## src/cyclic_map_pkg.sv

```systemverilog
package cyclic_map_pkg;

    // Register bus geometry
    localparam int ADDR_W = 4;
    localparam int DATA_W = 16;

    // Register indices
    localparam logic [3:0] CONFIG_OFS = 4'h0;
    localparam logic [3:0] STATION_OFS = 4'h1;
    localparam logic [3:0] STATE_OFS = 4'h2;
    localparam logic [3:0] FREQ_OFS = 4'h3;
    localparam logic [3:0] REPLY_OFS = 4'h4;

    // Config register field positions
    localparam int CFG_LAYOUT_LSB = 0;
    localparam int CFG_SIGN_BIT = 8;
    localparam int CFG_SPEED_BIT = 9;
    localparam int CFG_REMAP_BIT = 10;

    // Layout selection codes
    localparam logic [7:0] LAYOUT_V1A = 8'h00;
    localparam logic [7:0] LAYOUT_V1B = 8'h01;
    localparam logic [7:0] LAYOUT_X2 = 8'h0C;
    localparam logic [7:0] LAYOUT_X4 = 8'h0E;
    localparam logic [7:0] LAYOUT_X8A = 8'h12;
    localparam logic [7:0] LAYOUT_X8B = 8'h26;
    localparam logic [7:0] LAYOUT_P1 = 8'h64;
    localparam logic [7:0] LAYOUT_P2 = 8'h70;
    localparam logic [7:0] LAYOUT_P4 = 8'h72;
    localparam logic [7:0] LAYOUT_P8A = 8'h76;
    localparam logic [7:0] LAYOUT_P8B = 8'h8A;

    // Frequency limits and instruction codes
    localparam logic [15:0] FREQ_MAX_UNSIGNED = 16'hE678;
    localparam logic [7:0] set_freq_ram_code = 8'hED;
    localparam logic [7:0] set_freq_nv_code = 8'hEE;
    localparam logic [7:0] write_mode_error_code = 8'h01;
    localparam logic [7:0] REPLY_OK = 8'h00;

    // Command and status bit positions (word 0 / word 1)
    localparam int MONITOR_BIT = 12;
    localparam int RAM_WR_BIT = 13;
    localparam int NV_WR_BIT = 14;
    localparam int EXEC_BIT = 15;
    localparam int ERR_RST_BIT = 10;
    localparam int READY_BIT = 11;

    // Reset values
    localparam logic [7:0] LAYOUT_RESET = 8'h00;
    localparam logic [7:0] STATION_RESET = 8'h01;

    // Remote-register arrangement size
    typedef enum logic [1:0] {SIZE_X1, SIZE_X2, SIZE_X4, SIZE_X8} layout_size_t;

    // Drive state seen by the link
    typedef struct packed {
        logic run_fwd;
        logic run_rev;
        logic running;
        logic up_to_freq;
        logic overload;
        logic freq_detect;
        logic fault;
        logic in_position;
        logic pos_busy;
        logic home_done;
        logic home_fail;
        logic [6:0] assign_out;
    } drive_status_t;

    // Commands handed to the drive
    typedef struct packed {
        logic fwd;
        logic rev;
        logic jog;
        logic second_func;
        logic current_in;
        logic high_speed_select;
        logic middle_speed_select;
        logic low_speed_select;
        logic output_stop_input;
        logic [5:0] assign_in;
        logic error_reset;
        logic [15:0] freq_mag;
        logic freq_neg;
        logic is_speed;
        logic nv_store;
    } drive_cmd_t;

    // Whole module state
    typedef struct packed {
        logic [7:0] layout_pend;
        logic [7:0] layout_act;
        logic sign_sel;
        logic speed_sel;
        logic remap;
        logic [7:0] station;
        logic [15:0] freq_mag;
        logic freq_neg;
        logic [3:0] req_prev;
        logic err_prev;
        logic ram_done;
        logic nv_done;
        logic exec_done;
        logic [7:0] reply;
        logic [15:0] rdata;
        logic [15:0] stat0;
        logic [15:0] stat1;
        drive_cmd_t cmd;
    } state_t;

endpackage

```

## src/inverter_cyclic_command_map.sv

```systemverilog
// The plain strobed port and the address map were left to the implementer.
`timescale 1ns/100ps
`default_nettype none

module inverter_cyclic_command_map #(
    parameter int BASE_W = 16
) (
    input wire logic clk,
    input wire logic rstn,
    input wire logic [cyclic_map_pkg::ADDR_W-1:0] reg_addr,
    input wire logic [cyclic_map_pkg::DATA_W-1:0] reg_wdata,
    input wire logic reg_wr,
    input wire logic reg_rd,
    output logic [cyclic_map_pkg::DATA_W-1:0] reg_rdata,
    input wire logic inverter_reset,
    input wire logic [15:0] cmd_word0,
    input wire logic [15:0] cmd_word1,
    input wire logic [15:0] freq_command_word,
    input wire logic [15:0] instr_word,
    input wire logic [15:0] instr_data,
    input wire cyclic_map_pkg::drive_status_t drive_status,
    output logic [15:0] status_word0,
    output logic [15:0] status_word1,
    output logic [7:0] reply_code,
    output cyclic_map_pkg::drive_cmd_t drive_cmd,
    output cyclic_map_pkg::layout_size_t layout_size,
    output logic plc_serves_registers,
    output logic [BASE_W-1:0] image_base
);

    cyclic_map_pkg::state_t st_reg;
    cyclic_map_pkg::state_t st_next;

    ////////////////////////////////////////////////////////////////
    // Layout decode

    // Checks a selection value and gives its size and service
    function automatic logic [3:0] decode_layout(input logic [7:0] v);
        logic [3:0] r;
        r = 4'h0;
        case (v)
            cyclic_map_pkg::LAYOUT_V1A, cyclic_map_pkg::LAYOUT_V1B:
                r = {1'b1, 1'b0, cyclic_map_pkg::SIZE_X1};
            cyclic_map_pkg::LAYOUT_X2:
                r = {1'b1, 1'b0, cyclic_map_pkg::SIZE_X2};
            cyclic_map_pkg::LAYOUT_X4:
                r = {1'b1, 1'b0, cyclic_map_pkg::SIZE_X4};
            cyclic_map_pkg::LAYOUT_X8A, cyclic_map_pkg::LAYOUT_X8B:
                r = {1'b1, 1'b0, cyclic_map_pkg::SIZE_X8};
            cyclic_map_pkg::LAYOUT_P1:
                r = {1'b1, 1'b1, cyclic_map_pkg::SIZE_X1};
            cyclic_map_pkg::LAYOUT_P2:
                r = {1'b1, 1'b1, cyclic_map_pkg::SIZE_X2};
            cyclic_map_pkg::LAYOUT_P4:
                r = {1'b1, 1'b1, cyclic_map_pkg::SIZE_X4};
            cyclic_map_pkg::LAYOUT_P8A, cyclic_map_pkg::LAYOUT_P8B:
                r = {1'b1, 1'b1, cyclic_map_pkg::SIZE_X8};
            default:
                r = 4'h0;
        endcase
        return r;
    endfunction

    logic [3:0] act_dec;
    logic [3:0] wr_dec;
    logic [5:0] words;

    // Active arrangement and pending candidate
    always_comb
    begin
        act_dec = decode_layout(st_reg.layout_act);
        wr_dec = decode_layout(reg_wdata[7:0]);
        // Words per station run up to 32, so the vector is six bits wide
        words = 6'h04 << act_dec[1:0];
    end

    ////////////////////////////////////////////////////////////////
    // Command word interpretation

    logic ram_req;
    logic nv_req;
    logic exec_req;
    logic mon_req;
    logic ram_rise;
    logic nv_rise;
    logic exec_rise;
    logic both_enabled;
    logic [15:0] freq_mag_in;
    logic freq_neg_in;
    logic [15:0] abs_word;
    logic is_set_code;

    // Request edges and frequency word conversion
    always_comb
    begin
        mon_req = cmd_word0[cyclic_map_pkg::MONITOR_BIT];
        ram_req = cmd_word0[cyclic_map_pkg::RAM_WR_BIT];
        nv_req = cmd_word0[cyclic_map_pkg::NV_WR_BIT];
        exec_req = cmd_word0[cyclic_map_pkg::EXEC_BIT];
        ram_rise = ram_req & ~st_reg.req_prev[1];
        nv_rise = nv_req & ~st_reg.req_prev[2];
        exec_rise = exec_req & ~st_reg.req_prev[3];
        both_enabled = st_reg.layout_act != cyclic_map_pkg::LAYOUT_V1A;
        abs_word = 16'h0000 - freq_command_word;
        freq_neg_in = 1'b0;
        freq_mag_in = freq_command_word;
        if (st_reg.sign_sel)
        begin
            freq_neg_in = freq_command_word[15];
            if (freq_command_word[15])
            begin
                freq_mag_in = abs_word;
            end
        end
        else if (!st_reg.speed_sel
                 && freq_command_word > cyclic_map_pkg::FREQ_MAX_UNSIGNED)
        begin
            freq_mag_in = cyclic_map_pkg::FREQ_MAX_UNSIGNED;
        end
        is_set_code = instr_word[7:0] == cyclic_map_pkg::set_freq_ram_code
                   || instr_word[7:0] == cyclic_map_pkg::set_freq_nv_code;
    end

    ////////////////////////////////////////////////////////////////
    // Next state

    logic run_dir_swap;
    logic run_sel;
    logic fdet_sel;
    logic fault_sel;

    // Frequency writes, layout, handshakes and register bus
    always_comb
    begin
        st_next = st_reg;
        st_next.req_prev = {exec_req, nv_req, ram_req, mon_req};
        st_next.err_prev = cmd_word1[cyclic_map_pkg::ERR_RST_BIT];
        st_next.cmd.nv_store = 1'b0;

        // Frequency write requests
        if (ram_rise)
        begin
            st_next.freq_mag = freq_mag_in;
            st_next.freq_neg = freq_neg_in;
            st_next.reply = cyclic_map_pkg::REPLY_OK;
            st_next.ram_done = 1'b1;
        end
        if (nv_rise && !(ram_req && both_enabled))
        begin
            if (st_reg.sign_sel)
            begin
                st_next.reply = cyclic_map_pkg::write_mode_error_code;
            end
            else
            begin
                st_next.freq_mag = freq_mag_in;
                st_next.freq_neg = 1'b0;
                st_next.reply = cyclic_map_pkg::REPLY_OK;
                st_next.cmd.nv_store = 1'b1;
                st_next.nv_done = 1'b1;
            end
        end
        // Completion flags fall one cycle after their request drops
        if (!ram_req)
        begin
            st_next.ram_done = 1'b0;
        end
        if (!nv_req)
        begin
            st_next.nv_done = 1'b0;
        end

        // Instruction execution
        if (exec_rise)
        begin
            if (is_set_code)
            begin
                st_next.freq_mag = instr_data;
            end
            st_next.exec_done = 1'b1;
        end
        if (!exec_req)
        begin
            st_next.exec_done = 1'b0;
        end

        // Register writes
        if (reg_wr)
        begin
            case (reg_addr)
                cyclic_map_pkg::CONFIG_OFS:
                begin
                    if (wr_dec[3])
                    begin
                        st_next.layout_pend = reg_wdata[7:0];
                    end
                    st_next.sign_sel = reg_wdata[cyclic_map_pkg::CFG_SIGN_BIT];
                    st_next.speed_sel = reg_wdata[cyclic_map_pkg::CFG_SPEED_BIT];
                    st_next.remap = reg_wdata[cyclic_map_pkg::CFG_REMAP_BIT];
                end
                cyclic_map_pkg::STATION_OFS:
                begin
                    st_next.station = reg_wdata[7:0];
                end
                default:
                begin
                    st_next.station = st_next.station;
                end
            endcase
        end

        // Inverter reset applies layout and clears the frequency command and reply
        if (inverter_reset)
        begin
            st_next.layout_act = st_reg.layout_pend;
            st_next.freq_mag = 16'h0000;
            st_next.freq_neg = 1'b0;
            st_next.reply = cyclic_map_pkg::REPLY_OK;
        end

        // Register reads, answer in the next cycle
        st_next.rdata = 16'h0000;
        if (reg_rd)
        begin
            case (reg_addr)
                cyclic_map_pkg::CONFIG_OFS:
                    st_next.rdata = {5'h00, st_reg.remap, st_reg.speed_sel,
                                     st_reg.sign_sel, st_reg.layout_pend};
                cyclic_map_pkg::STATION_OFS:
                    st_next.rdata = {8'h00, st_reg.station};
                cyclic_map_pkg::STATE_OFS:
                    st_next.rdata = {4'h0, act_dec, st_reg.layout_act};
                cyclic_map_pkg::FREQ_OFS:
                    st_next.rdata = st_reg.freq_mag;
                cyclic_map_pkg::REPLY_OFS:
                    st_next.rdata = {7'h00, st_reg.freq_neg, st_reg.reply};
                default:
                    st_next.rdata = 16'h0000;
            endcase
        end

        // Drive commands from the bit image
        run_dir_swap = st_reg.sign_sel & st_reg.freq_neg;
        st_next.cmd.fwd = run_dir_swap ? cmd_word0[1] : cmd_word0[0];
        st_next.cmd.rev = run_dir_swap ? cmd_word0[0] : cmd_word0[1];
        st_next.cmd.high_speed_select = cmd_word0[2];
        st_next.cmd.middle_speed_select = cmd_word0[3];
        st_next.cmd.low_speed_select = cmd_word0[4];
        st_next.cmd.jog = cmd_word0[5];
        st_next.cmd.second_func = cmd_word0[6];
        st_next.cmd.current_in = cmd_word0[7];
        st_next.cmd.output_stop_input = cmd_word0[9];
        st_next.cmd.assign_in = {cmd_word1[13:11], cmd_word0[11:10],
                                 cmd_word0[8]};
        st_next.cmd.error_reset = cmd_word1[cyclic_map_pkg::ERR_RST_BIT]
                                & ~st_reg.err_prev;
        st_next.cmd.freq_mag = st_next.freq_mag;
        st_next.cmd.freq_neg = st_next.freq_neg;
        st_next.cmd.is_speed = st_reg.speed_sel;

        // Status image, defaults or assigned outputs
        run_sel = st_reg.remap ? drive_status.assign_out[0]
                               : drive_status.running;
        fdet_sel = st_reg.remap ? drive_status.assign_out[1]
                                : drive_status.freq_detect;
        fault_sel = st_reg.remap ? drive_status.assign_out[2]
                                 : drive_status.fault;
        st_next.stat0 = {st_next.exec_done, st_next.nv_done,
                         st_next.ram_done, mon_req,
                         drive_status.assign_out[6:3],
                         fault_sel, fdet_sel,
                         drive_status.assign_out[0],
                         drive_status.overload, drive_status.up_to_freq,
                         run_sel, drive_status.run_rev,
                         drive_status.run_fwd};
        // Second status word: positioning, ready, fault, assigned outputs
        st_next.stat1 = {drive_status.home_fail, drive_status.home_done,
                         drive_status.pos_busy,
                         drive_status.in_position,
                         ~drive_status.fault, drive_status.fault,
                         2'b00,
                         drive_status.assign_out[2:1],
                         6'h00};
    end

    ////////////////////////////////////////////////////////////////
    // State register

    // Power-on clears layout, sign and frequency
    always_ff @(posedge clk or negedge rstn)
    begin
        if (!rstn)
        begin
            st_reg <= '0;
            st_reg.layout_pend <= cyclic_map_pkg::LAYOUT_RESET;
            st_reg.layout_act <= cyclic_map_pkg::LAYOUT_RESET;
            st_reg.station <= cyclic_map_pkg::STATION_RESET;
        end
        else
        begin
            st_reg <= st_next;
        end
    end

    ////////////////////////////////////////////////////////////////
    // Outputs

    // Registered images and derived base offset
    always_comb
    begin
        reg_rdata = st_reg.rdata;
        status_word0 = st_reg.stat0;
        status_word1 = st_reg.stat1;
        reply_code = st_reg.reply;
        drive_cmd = st_reg.cmd;
        layout_size = cyclic_map_pkg::layout_size_t'(act_dec[1:0]);
        plc_serves_registers = act_dec[2];
        image_base = BASE_W'(st_reg.station * words);
    end

endmodule

`default_nettype wire

```

## config.mk

```make
export PLATFORM = sky130hd
export DESIGN_NAME = inverter_cyclic_command_map
export DESIGN_NICKNAME = d
export VERILOG_FILES = /design/src/cyclic_map_pkg.sv /design/src/inverter_cyclic_command_map.sv
export SDC_FILE = /design/constraint.sdc
export NUM_CORES = 1
export LEC_CHECK = 0
export BUFFER_PORTS_ARGS = -buffer_cell sky130_fd_sc_hd__buf_4
export CAP_MARGIN = 20
export CORE_MARGIN = 2
export CORE_UTILIZATION = 35
export CTS_BUF_LIST = sky130_fd_sc_hd__clkbuf_16
export CTS_CLUSTER_SIZE = 40
export DETAILED_ROUTE_END_ITERATION = 10
export SLEW_MARGIN = 20
export SYNTH_ARGS = -nofsm -noshare
export SYNTH_HDL_FRONTEND = slang
export SYNTH_SLANG_ARGS = --single-unit
```

## constraint.sdc

```tcl
create_clock -name clk -period 12.45 [get_ports clk]
set_input_delay 1.8675 -clock clk [delete_from_list [all_inputs] [get_ports clk]]
set_output_delay 1.8675 -clock clk [all_outputs]
set_load 0.01 [all_outputs]
```

==> summary.log, run 1 <==
[clock_network] post-CTS setup buffer count 0
[synthesis] Seq/Total Area, Yosys 39.1%
[synthesis] cell type with the highest aggregate area in the netlist dfrtp_1
[worst_setup_path] Worst Setup End Kind output port
[pwr] post-layout total power 0.944 mW
[status] result of the run finished, final reports clean
[finish] sequential cell area 2680 µm²
[clock_network] clock tree from TritonCTS done
[worst_setup_path] cell mode on critical path fa_1
[synthesis] mean area per synthesized cell 9.81 µm²
[worst_setup_path] Worst EP required 10.58 ns
[synthesis] proportion of synthesized flip-flops having asynchronous set or reset 100%
[sta] slew at the pin closest to its max-slew limit 1.08 ns
[synthesis] Gate Count Post-Synth 699
[worst_setup_path] maximum fanout count along the critical path 13
[route] 1st-iter DRT viols 245
[sta] unrepaired setup endpoints after global routing false
[clock_network] Num CTS Buffers 9
[synthesis] distinct cell type count of the synthesized netlist 75
[sta] setup-violating endpoint count in the final report 0
[placed_design] RePlAce Congestion 0.870
[grt] final global-route overflow total 0
[grt] wire length of the first global-routing pass 27,300 µm
[clock_network] deepest level of the CTS H-tree 3
[sta] achievable clock frequency 127 MHz
[pwr] maximum vdd ir drop 0.0632 mV
[die] starting utilization of the core area 35.5%
[die] die boundary height 144 µm
[pwr] pwr dens 116 nW/µm²
[clock_network] hold_buf cts 0
[clock_network] Clock Path Buffers 2
[route] drt pass-1 iters 5
[synthesis] Syn Std Cell Area 6860 µm²
[sta] Clock Skew 0.00710 ns
[grt] antenna violations before repair 0
[route] average routed wire per standard cell 16.7 µm
[placed_design] post-detail-place hpwl 13,600 µm
[worst_setup_path] critical path arrival 6.00 ns
[synthesis] fraction of post-synthesis cell area in the top cell type by area 38.7%
[route] vias after detailed routing 5,311
[clock_network] post-cts resize count 0
[worst_setup_path] Critical Path, Cell by Cell nor3_1 -> nand3_1 -> o2bb2ai_1 -> nor3b_1 -> nand2_1 -> fa_1 -> inv_1 -> fa_1 -> ha_1 -> ha_1 -> fa_1 -> a21o_1 -> a21oi_1 -> o21ai_0 -> o41ai_1 -> xor2_1 -> buf_4
[clock_network] number of clock sinks 107
[clock_network] clock transition at the registers of the reported paths 0.08 ns
[finish] area overhead of the layout relative to synthesis 18.8%
[worst_setup_path] internal reg-to-reg setup slack 9.53 ns
[sta] ratio of final minimum period to clock period 63.2%
[worst_setup_path] critical path's largest stage delay 0.78 ns
[route] remaining antenna violation count after routing 0
[finish] net total in the final layout 951
[synthesis] number of enable-type register cells in the synthesized netlist 0
[sta] max-slew violation total from the final report 0
[clock_network] worst-skew pair later-pin latency 0.35 ns
[synthesis] Area contributors post-synth dfrtp_1 (39%), buf_4 (11%), mux2_2 (4.6%)
[die] Std-Cell Core Area 19,300 µm²
[route] detailed-route vias per instance 5.00
[sta] number of hold violations in the final report 0
[finish] area of the multi-input gates 3240 µm²
[grt] maximum number of pins on one net before global-route repair 63
[worst_setup_path] Setup Crit Path Kind reg2out
[route] total detailed-routing wirelength 17,700 µm
[sta] Rel. slew slack 27.4%
[finish] number of flip-flops under the largest register name 35
[synthesis] count of state elements after synthesis 107
[placed_design] Port Buffers 188
[sta] Period minus WS final 7.87 ns
[die] site row count 51
[synthesis] leading register cell type out of synthesis dfrtp_1
[pwr] leakage power total 3.96 nW
[grt] global routing usage summed across all routing layers 16.8%
[clock_network] root cell of the clock tree clkbuf_16
[finish] fraction of layout instances using a drive strength above 1 32.0%
[synthesis] warning count from the yosys run 0
[worst_hold_path] class of the worst hold path reg2reg
[job] # Max-Cap Violations 0
[route] DRC 0
[worst_setup_path] Startpoint Class flip-flop
[die] die extent in x 144 µm
[finish] fillers 1,934
[die] I/O pin total 233
[sta] total negative slack 0 ns
[finish] Antenna Diode Count 0
[die] Die ar. 20,700 µm²
[grt] vias in the first global route 5,010
[worst_setup_path] Critical-path top delay cell nor3b_1
## layer usage
layer  vias to the layer above  global-route usage, %  part of all wire (%)
met4                         0                   4.44                   1.6
met5                         -                      0                     0
met2                       194                   26.7                    48
met3                        23                   3.34                   7.1
li1                       2533                      -                     -
met1                      2561                   23.4                    43
## layout make-up
cell class / instances / share of cell area [%]
Inverter: 30 / 1.40
Clock inverter: 7 / 1.64
Tap cell: 265 / 4.07
Clock buffer: 9 / 2.76
Multi-Input combinational cell: 454 / 39.7
Timing Repair Buffer: 190 / 17.5
Sequential cell: 107 / 32.9
## cell families after synthesis
logic type	share of synthesized area [%]
AOI/OAI and AO/OA	13.3
xor gates and xnor gates	2.17
adders and majority gates	7.99
buffers and inverters	14.7
DFF	39.1
muxes	6.90
other	0.0547
and+or+nand+nor	15.8
## worst max-delay path: cells and delay by family, from the launching register on
family,cells,cell delay (ns)
compound gates,5,1.31
xor+xnor,1,0.18
fa+ha+maj,5,1.96
buf+inv,2,0.19
flops,1,0.52
simple gates,4,1.50
## final timing paths
path | from | end | cells after the start
setup / recovery | st_reg[129]$_DFFE_PN0P_ | image_base[13] | 17
hold / removal | st_reg[94]$_DFF_PN0_ | drive_cmd[19]$_DFF_PN0_ | 1
setup reg to reg | st_reg[129]$_DFFE_PN0P_ | drive_cmd[14]$_DFF_PN0_ | 7
hold reg to reg | st_reg[94]$_DFF_PN0_ | drive_cmd[19]$_DFF_PN0_ | 1
max in group asynchronous | rstn | st_reg[133]$_DFFE_PN0P_ | 2
min in group asynchronous | rstn | status_word1[13]$_DFF_PN0_ | 1
## layout by cell type (no fill, tap or decap), types with 13 or more instances in the layout
cell type  synthesis  final
buf_4             98    190
dfrtp_1          106    106
nand2_1           53     53
nor2_1            52     52
inv_1             29     29
mux2_2            28     28
a21oi_1           26     26
ha_1              23     23
o21ai_0           22     22
and2_1            21     21
conb_1             1     19
nor3_1            18     18
nand3_1           13     13
and3_1            13     13
fa_1              13     13
## synth_stat cells (4+ instances only)
cell and count:
dfrtp_1 106, buf_4 98, nand2_1 53, nor2_1 52, inv_1 29, mux2_2 28, a21oi_1 26, ha_1 23
o21ai_0 22, and2_1 21, nor3_1 18, clkbuf_1 14, and3_1 13, fa_1 13, nand3_1 13, a31oi_1 11
xnor2_1 11, mux2i_1 9, a211oi_1 8, nor2b_1 7, o22ai_1 6, or3_1 6, xor2_1 6, a22oi_1 5
a311oi_1 5, buf_2 5, buf_6 5, nor4_1 5, a21boi_0 4, a21o_1 4, o31ai_1 4
## report_power, final
part | total, mW | internal, mW | switching, mW
clock | 0.338 | 0.201 | 0.138
sequential | 0.409 | 0.375 | 0.0343
combinational | 0.197 | 0.0976 | 0.0990
total | 0.944 | 0.673 | 0.271
## through the flow
step                      hold WS [ns]  instances  setup slack (ns)  utilization [%]  instance area [µm²]
after floorplan                  0.378        717              5.79                -                 6930
after global placement           0.382       1046              5.02             40.3                 7790
after detailed placement         0.384       1046              4.97             40.3                 7790
after CTS                        0.394       1062              4.59             42.1                 8150
after global routing             0.407       1062              4.02             42.1                 8150
final                            0.396       1062              4.58             42.1                 8150
Note: power is estimated with default switching activity, not from simulation.
==> run 2, diff against run 1 <==
==> constraint.sdc (replaced) <==
create_clock -name clk -period 7.5 [get_ports clk]
set_input_delay 1.125 -clock clk [delete_from_list [all_inputs] [get_ports clk]]
set_output_delay 1.125 -clock clk [all_outputs]
set_load 0.01 [all_outputs]
==> run 2 against run 1 <==
  * Worst setup slack lost 3.9 ns
  * First-iteration DRC count increased by 36%
  * Largest cell class unchanged
  * Clock skew rose by 0.0028 ns
  * Global-route usage hardly changed
==> summary.log, run 2 (synthesis gave the netlist of run 1 again) <==
[die] die extent in x 144 µm [unchanged]
[clock_network] hold_buf cts 0 [unchanged]
[finish] Antenna Diode Count 0 [unchanged]
[worst_setup_path] Setup Crit Path Kind reg2out
[clock_network] deepest level of the CTS H-tree 3 [unchanged]
[die] site row count 51 [unchanged]
[grt] vias in the first global route 4,947 [-1.3%]
[pwr] leakage power total 3.94 nW [-0.51%]
[worst_setup_path] maximum fanout count along the critical path 13 [unchanged]
[placed_design] Port Buffers 188 [unchanged]
[worst_setup_path] worst r2r path cells 7 [unchanged]
[sta] max-slew violation total from the final report 0 [unchanged]
[sta] number of hold violations in the final report 0 [unchanged]
[route] average routed wire per standard cell 16.8 µm [+0.79%]
[sta] total negative slack 0 ns [unchanged]
[route] drt pass-1 iters 5 [unchanged]
[placed_design] RePlAce Congestion 0.867 [-0.30%]
[clock_network] Clock Path Buffers 2 [unchanged]
[job] # Max-Cap Violations 0 [unchanged]
[placed_design] post-detail-place hpwl 13,600 µm [-0.40%]
[sta] achievable clock frequency 146 MHz
[die] Die ar. 20,700 µm² [unchanged]
[worst_setup_path] Worst Setup End Kind output port
[route] 1st-iter DRT viols 333 [+36%]
[die] Std-Cell Core Area 19,300 µm² [unchanged]
[worst_hold_path] Worst Hold Path Cells 1 [unchanged]
[worst_setup_path] critical path arrival 5.73 ns [-0.27 ns]
[sta] Period minus WS final 6.86 ns
[sta] slew at the pin closest to its max-slew limit 1.01 ns [-0.0703 ns]
[clock_network] number of clock sinks 107 [unchanged]
[die] starting utilization of the core area 35.5% [unchanged]
[clock_network] Num CTS Buffers 9 [unchanged]
[clock_network] clock tree from TritonCTS done
[sta] Rel. slew slack 32.0% [+4.6 points]
[route] DRC 0 [unchanged]
[route] total detailed-routing wirelength 17,900 µm [+0.89%]
[grt] final global-route overflow total 0 [unchanged]
[pwr] maximum vdd ir drop 0.112 mV [+78%]
[status] result of the run finished, final reports clean
[finish] leading cell type in the layout, fill and taps excluded buf_4
[finish] area overhead of the layout relative to synthesis 17.8%
[clock_network] root cell of the clock tree clkbuf_16
[finish] number of flip-flops under the largest register name 35 [unchanged]
[finish] top library cells by usage in the layout, fill and taps aside buf_4 (191), dfrtp_1 (106), nand2_1 (53)
[route] vias after detailed routing 5,381 [+1.3%]
[worst_hold_path] class of the worst hold path reg2reg
[sta] setup-violating endpoint count in the final report 0 [unchanged]
[clock_network] worst-skew pair later-pin latency 0.36 ns [about the same]
[grt] maximum number of pins on one net before global-route repair 58 [-7.9%]
[grt] wire length of the first global-routing pass 27,100 µm [-0.66%]
[die] die boundary height 144 µm [unchanged]
[clock_network] post-CTS setup buffer count 0 [unchanged]
[worst_setup_path] Startpoint Class flip-flop
[sta] Clock Skew 0.00987 ns [+0.00277 ns]
[grt] antenna violations before repair 0 [unchanged]
[route] remaining antenna violation count after routing 0 [unchanged]
[finish] net total in the final layout 952 [+0.11%]
[clock_network] clock transition at the registers of the reported paths 0.08 ns [about the same]
[pwr] pwr dens 180 nW/µm² [+55%]
[route] detailed-route vias per instance 5.06 [+1.2%]
[finish] final cell count without fillers 1,063 [+0.094%]
[sta] unrepaired setup endpoints after global routing false
[sta] ratio of final minimum period to clock period 91.4%
[finish] area of the multi-input gates 3250 µm² [+0.35%]
[worst_setup_path] Worst EP required 6.38 ns [-4.20 ns]
[finish] sequential cell area 2680 µm² [unchanged]
[finish] fraction of layout instances using a drive strength above 1 31.8% [-0.17 points]
[finish] fillers 1,929 [-0.26%]
[placed_design] total placed cells including tap cells 1,047 [+0.096%]
[grt] global routing usage summed across all routing layers 16.8% [about the same]
[die] I/O pin total 233 [unchanged]
## run 2: where the power goes
group	switching (mW)	internal, mW	total (mW)	leakage [nW]
combinational	0.165	0.162	0.327	2.44
clock	0.221	0.226	0.447	0.140
sequential	0.0581	0.622	0.680	1.36
## run 2: final timing paths
kind / startpoint / endpoint / slack [ns]
worst min-delay path: st_reg[94]$_DFF_PN0_ / drive_cmd[19]$_DFF_PN0_ / 0.39
worst max register to register: st_reg[129]$_DFFE_PN0P_ / drive_cmd[14]$_DFF_PN0_ / 4.52
worst min register to register: st_reg[94]$_DFF_PN0_ / drive_cmd[19]$_DFF_PN0_ / 0.39
worst max-delay path: st_reg[129]$_DFFE_PN0P_ / image_base[13] / 0.64
max in group asynchronous: rstn / st_reg[139]$_DFFE_PN0P_ / 5.54
min in group asynchronous: rstn / status_word1[13]$_DFF_PN0_ / 0.77
## run 2: worst max-delay path, stage by stage, from the launching register on
cell and delay [ns]:
dfrtp_1 0.53, nor3_1 0.40, a32o_1 0.18, nand2_1 0.06, a21oi_1 0.69, nor3b_2 0.21
and2_1 0.24, fa_1 0.48, fa_1 0.48, ha_1 0.35, fa_1 0.47, a21o_1 0.17
a21oi_1 0.22, o21ai_0 0.17, o41ai_1 0.39, xor2_1 0.18, buf_4 0.14
## run 2: cell type report
type | count | area share, %
clock inverters | 7 | 0.542
clock buffers | 9 | 2.79
repair buffers | 191 | 17.8
inverters | 30 | 1.41
flip-flops and latches | 107 | 33.2
multi-input cells | 454 | 40.2
well taps | 265 | 4.11
## run 2: layer usage
| metal | vias to the layer above | wire length, µm | GRT usage, % |
|---|---|---|---|
| met5 | - | 0 | 0 |
| met4 | 0 | 245 | 4.02 |
| met3 | 15 | 1150 | 3.38 |
| met2 | 193 | 8790 | 27.1 |
| met1 | 2644 | 7680 | 23.2 |
| li1 | 2529 | - | - |
## run 2: what timing repair did
action / CTS / global route
setup endpoints to repair: 0 / 1
gates resized for setup: 0 / 1
endpoints found under the hold margin: 0 / 0
## run 2: metrics by stage
step | area, µm² | utilization (%) | worst slack [ns] | total power [mW] | hold slack [ns]
finish | 8080 | 41.8 | 0.644 | 1.45 | 0.392
global route | 8080 | 41.8 | 0.275 | 1.53 | 0.423
CTS | 8070 | 41.7 | 0.354 | 1.47 | 0.397
detailed placement | 7800 | 40.3 | 0.772 | 1.02 | 0.387
global placement | 7800 | 40.3 | 0.918 | 1.01 | 0.383
floorplan | 6930 | - | 1.59 | 0.896 | 0.378
==> run 3, diff against run 2 <==
==> constraint.sdc (replaced) <==
create_clock -name clk -period 7.5 [get_ports clk]
set_input_delay 0.75 -clock clk [delete_from_list [all_inputs] [get_ports clk]]
set_output_delay 0.75 -clock clk [all_outputs]
set_load 0.01 [all_outputs]
==> run 3 against run 2 <==
  * Fmax is 3.2% higher
  * Global-route usage down 0.086 points
  * Cell count did not move
  * Via count is 1.8% lower
  * Critical path type unchanged
  * Largest power group unchanged
==> summary.log, run 3 (synthesis gave the netlist of run 1 again) <==
[finish] area overhead of the layout relative to synthesis 18.4%
[sta] max-slew violation total from the final report 0 [unchanged]
[worst_setup_path] Worst EP required 6.75 ns [+0.37 ns]
[finish] sequential cell area 2680 µm² [unchanged]
[route] DRC 0 [unchanged]
[sta] Rel. slew slack 33.1% [+1.1 points]
[route] vias after detailed routing 5,283 [-1.8%]
[placed_design] RePlAce Congestion 0.865 [-0.29%]
[placed_design] post-detail-place hpwl 13,500 µm [-0.67%]
[placed_design] Port Buffers 188 [unchanged]
[pwr] pwr dens 188 nW/µm² [+4.3%]
[die] die extent in x 144 µm [unchanged]
[sta] Clock Skew 0.00835 ns [-0.00152 ns]
[finish] fraction of layout instances using a drive strength above 1 32.0% [+0.13 points]
[finish] leading cell type in the layout, fill and taps excluded buf_4
[grt] final global-route overflow total 0 [unchanged]
[grt] antenna violations before repair 0 [unchanged]
[finish] area of the multi-input gates 3240 µm² [-0.35%]
[sta] slew at the pin closest to its max-slew limit 0.997 ns [-0.0144 ns]
[worst_setup_path] cell mode on critical path fa_1
[grt] maximum number of pins on one net before global-route repair 61 [+5.2%]
[grt] met3 usage in global routing 3.34% [-0.033 points]
[clock_network] worst-skew pair later-pin latency 0.35 ns [about the same]
[status] result of the run finished, final reports clean
[finish] number of flip-flops under the largest register name 35 [unchanged]
[grt] met1 layer usage reported by global route 22.8% [-0.32 points]
[clock_network] Clock Path Buffers 2 [unchanged]
[finish] final cell count without fillers 1,063 [unchanged]
[sta] unrepaired setup endpoints after global routing false
[route] remaining antenna violation count after routing 0 [unchanged]
[finish] net total in the final layout 952 [unchanged]
[finish] Antenna Diode Count 0 [unchanged]
[route] detailed-route vias per instance 4.97 [-1.8%]
[grt] global routing usage summed across all routing layers 16.7% [-0.086 points]
[sta] Fin Hold WS 0.396 ns [+0.00386 ns]
[sta] Period minus WS final 6.64 ns [-0.214 ns]
[grt] vias in the first global route 4,866 [-1.6%]
[worst_hold_path] class of the worst hold path reg2reg
[clock_network] hold_buf cts 0 [unchanged]
[die] starting utilization of the core area 35.5% [unchanged]
[sta] ratio of final minimum period to clock period 88.6% [-2.9 points]
[clock_network] root cell of the clock tree clkbuf_16
[worst_setup_path] critical path's largest stage delay 0.72 ns [+0.03 ns]
[sta] achievable clock frequency 151 MHz [+3.2%]
[die] die boundary height 144 µm [unchanged]
[grt] GR Util met2 26.4% [-0.73 points]
[sta] total negative slack 0 ns [unchanged]
[clock_network] post-CTS setup buffer count 0 [unchanged]
[clock_network] clock tree from TritonCTS done
[worst_setup_path] maximum fanout count along the critical path 13 [unchanged]
[clock_network] clock transition at the registers of the reported paths 0.07 ns [about the same]
[sta] setup-violating endpoint count in the final report 0 [unchanged]
[route] 1st-iter DRT viols 243 [-27%]
[route] average routed wire per standard cell 16.6 µm [-1.1%]
[worst_setup_path] Worst Setup End Kind output port
[worst_setup_path] Startpoint Class flip-flop
[clock_network] deepest level of the CTS H-tree 3 [unchanged]
[die] I/O pin total 233 [unchanged]
[route] total detailed-routing wirelength 17,700 µm [-1.1%]
[worst_setup_path] Setup Crit Path Kind reg2out
[finish] top library cells by usage in the layout, fill and taps aside buf_4 (191), dfrtp_1 (106), nand2_1 (53)
[die] Std-Cell Core Area 19,300 µm² [unchanged]
[die] site row count 51 [unchanged]
[clock_network] post-cts resize count 0 [unchanged]
[finish] fillers 1,937 [+0.41%]
[die] Die ar. 20,700 µm² [unchanged]
[route] drt pass-1 iters 4 [-1]
[sta] number of hold violations in the final report 0 [unchanged]
[worst_setup_path] Critical-path top delay cell nor3b_1
[pwr] leakage power total 3.96 nW [+0.49%]
[worst_setup_path] critical path arrival 5.89 ns [+0.16 ns]
[grt] wire length of the first global-routing pass 26,900 µm [-0.71%]
[worst_setup_path] Critical Path, Cell by Cell nor3_1 -> nand3_1 -> o2bb2ai_1 -> nor3b_1 -> nand2_1 -> fa_1 -> inv_1 -> fa_1 -> ha_1 -> ha_1 -> fa_1 -> a21o_1 -> a21oi_1 -> o21ai_0 -> o41ai_1 -> xor2_1 -> buf_4
[placed_design] total placed cells including tap cells 1,047 [unchanged]
[job] # Max-Cap Violations 0 [unchanged]
[clock_network] number of clock sinks 107 [unchanged]
[clock_network] Num CTS Buffers 9 [unchanged]
[pwr] maximum vdd ir drop 0.106 mV [-6.0%]
[grt] most heavily used metal layer in global routing met2
[run 3: final timing paths]
| kind | cells past startpoint | to | slack, ns | startpoint |
|---|---|---|---|---|
| min | 1 | drive_cmd[19]$_DFF_PN0_ | 0.40 | st_reg[94]$_DFF_PN0_ |
| max in group asynchronous | 2 | st_reg[141]$_DFFE_PN0P_ | 5.91 | rstn |
| min reg2reg | 1 | drive_cmd[19]$_DFF_PN0_ | 0.40 | st_reg[94]$_DFF_PN0_ |
| min in group asynchronous | 1 | status_word0[9]$_DFF_PN0_ | 0.46 | rstn |
| max reg2reg | 7 | drive_cmd[14]$_DFF_PN0_ | 4.60 | st_reg[129]$_DFFE_PN0P_ |
| max | 17 | image_base[13] | 0.86 | st_reg[129]$_DFFE_PN0P_ |
[run 3: power by group]
group          internal (mW)  switching (mW)  total (mW)
registers              0.622          0.0571       0.679
clock network          0.297           0.223       0.520
logic                  0.162           0.164       0.326
[run 3: area by class of cell]
cell class / count / area share (%)
Clock inverter: 7 / 1.23
Sequential cell: 107 / 33.0
Timing Repair Buffer: 191 / 17.7
Clock buffer: 9 / 2.77
Inverter: 30 / 1.40
Tap cell: 265 / 4.08
Multi-Input combinational cell: 454 / 39.9
[run 3: metrics by stage]
stage               worst slack, ns  util (%)  area (µm²)  power [mW]
finish                        0.858      42.0        8120        1.52
global route                  0.395      42.0        8120        1.61
floorplan                      1.96         -        6930       0.896
CTS                           0.795      42.0        8120        1.54
detailed placement             1.16      40.3        7800        1.02
global placement               1.29      40.3        7800        1.01
[run 3: critical path, delay by kind of cell, from the launching register on]
| family | cells | cell delay [ns] |
|---|---|---|
| and+or+nand+nor | 4 | 1.43 |
| DFF | 1 | 0.52 |
| AOI/OAI and AO/OA | 5 | 1.26 |
| xor gates and xnor gates | 1 | 0.18 |
| buffers and inverters | 2 | 0.20 |
| adders and majority gates | 5 | 1.95 |
[run 3: routing by layer]
metal	vias up	routed length, µm
met5	-	0
met4	0	391
met3	23	1050
met2	174	8500
met1	2556	7730
li1	2530	-
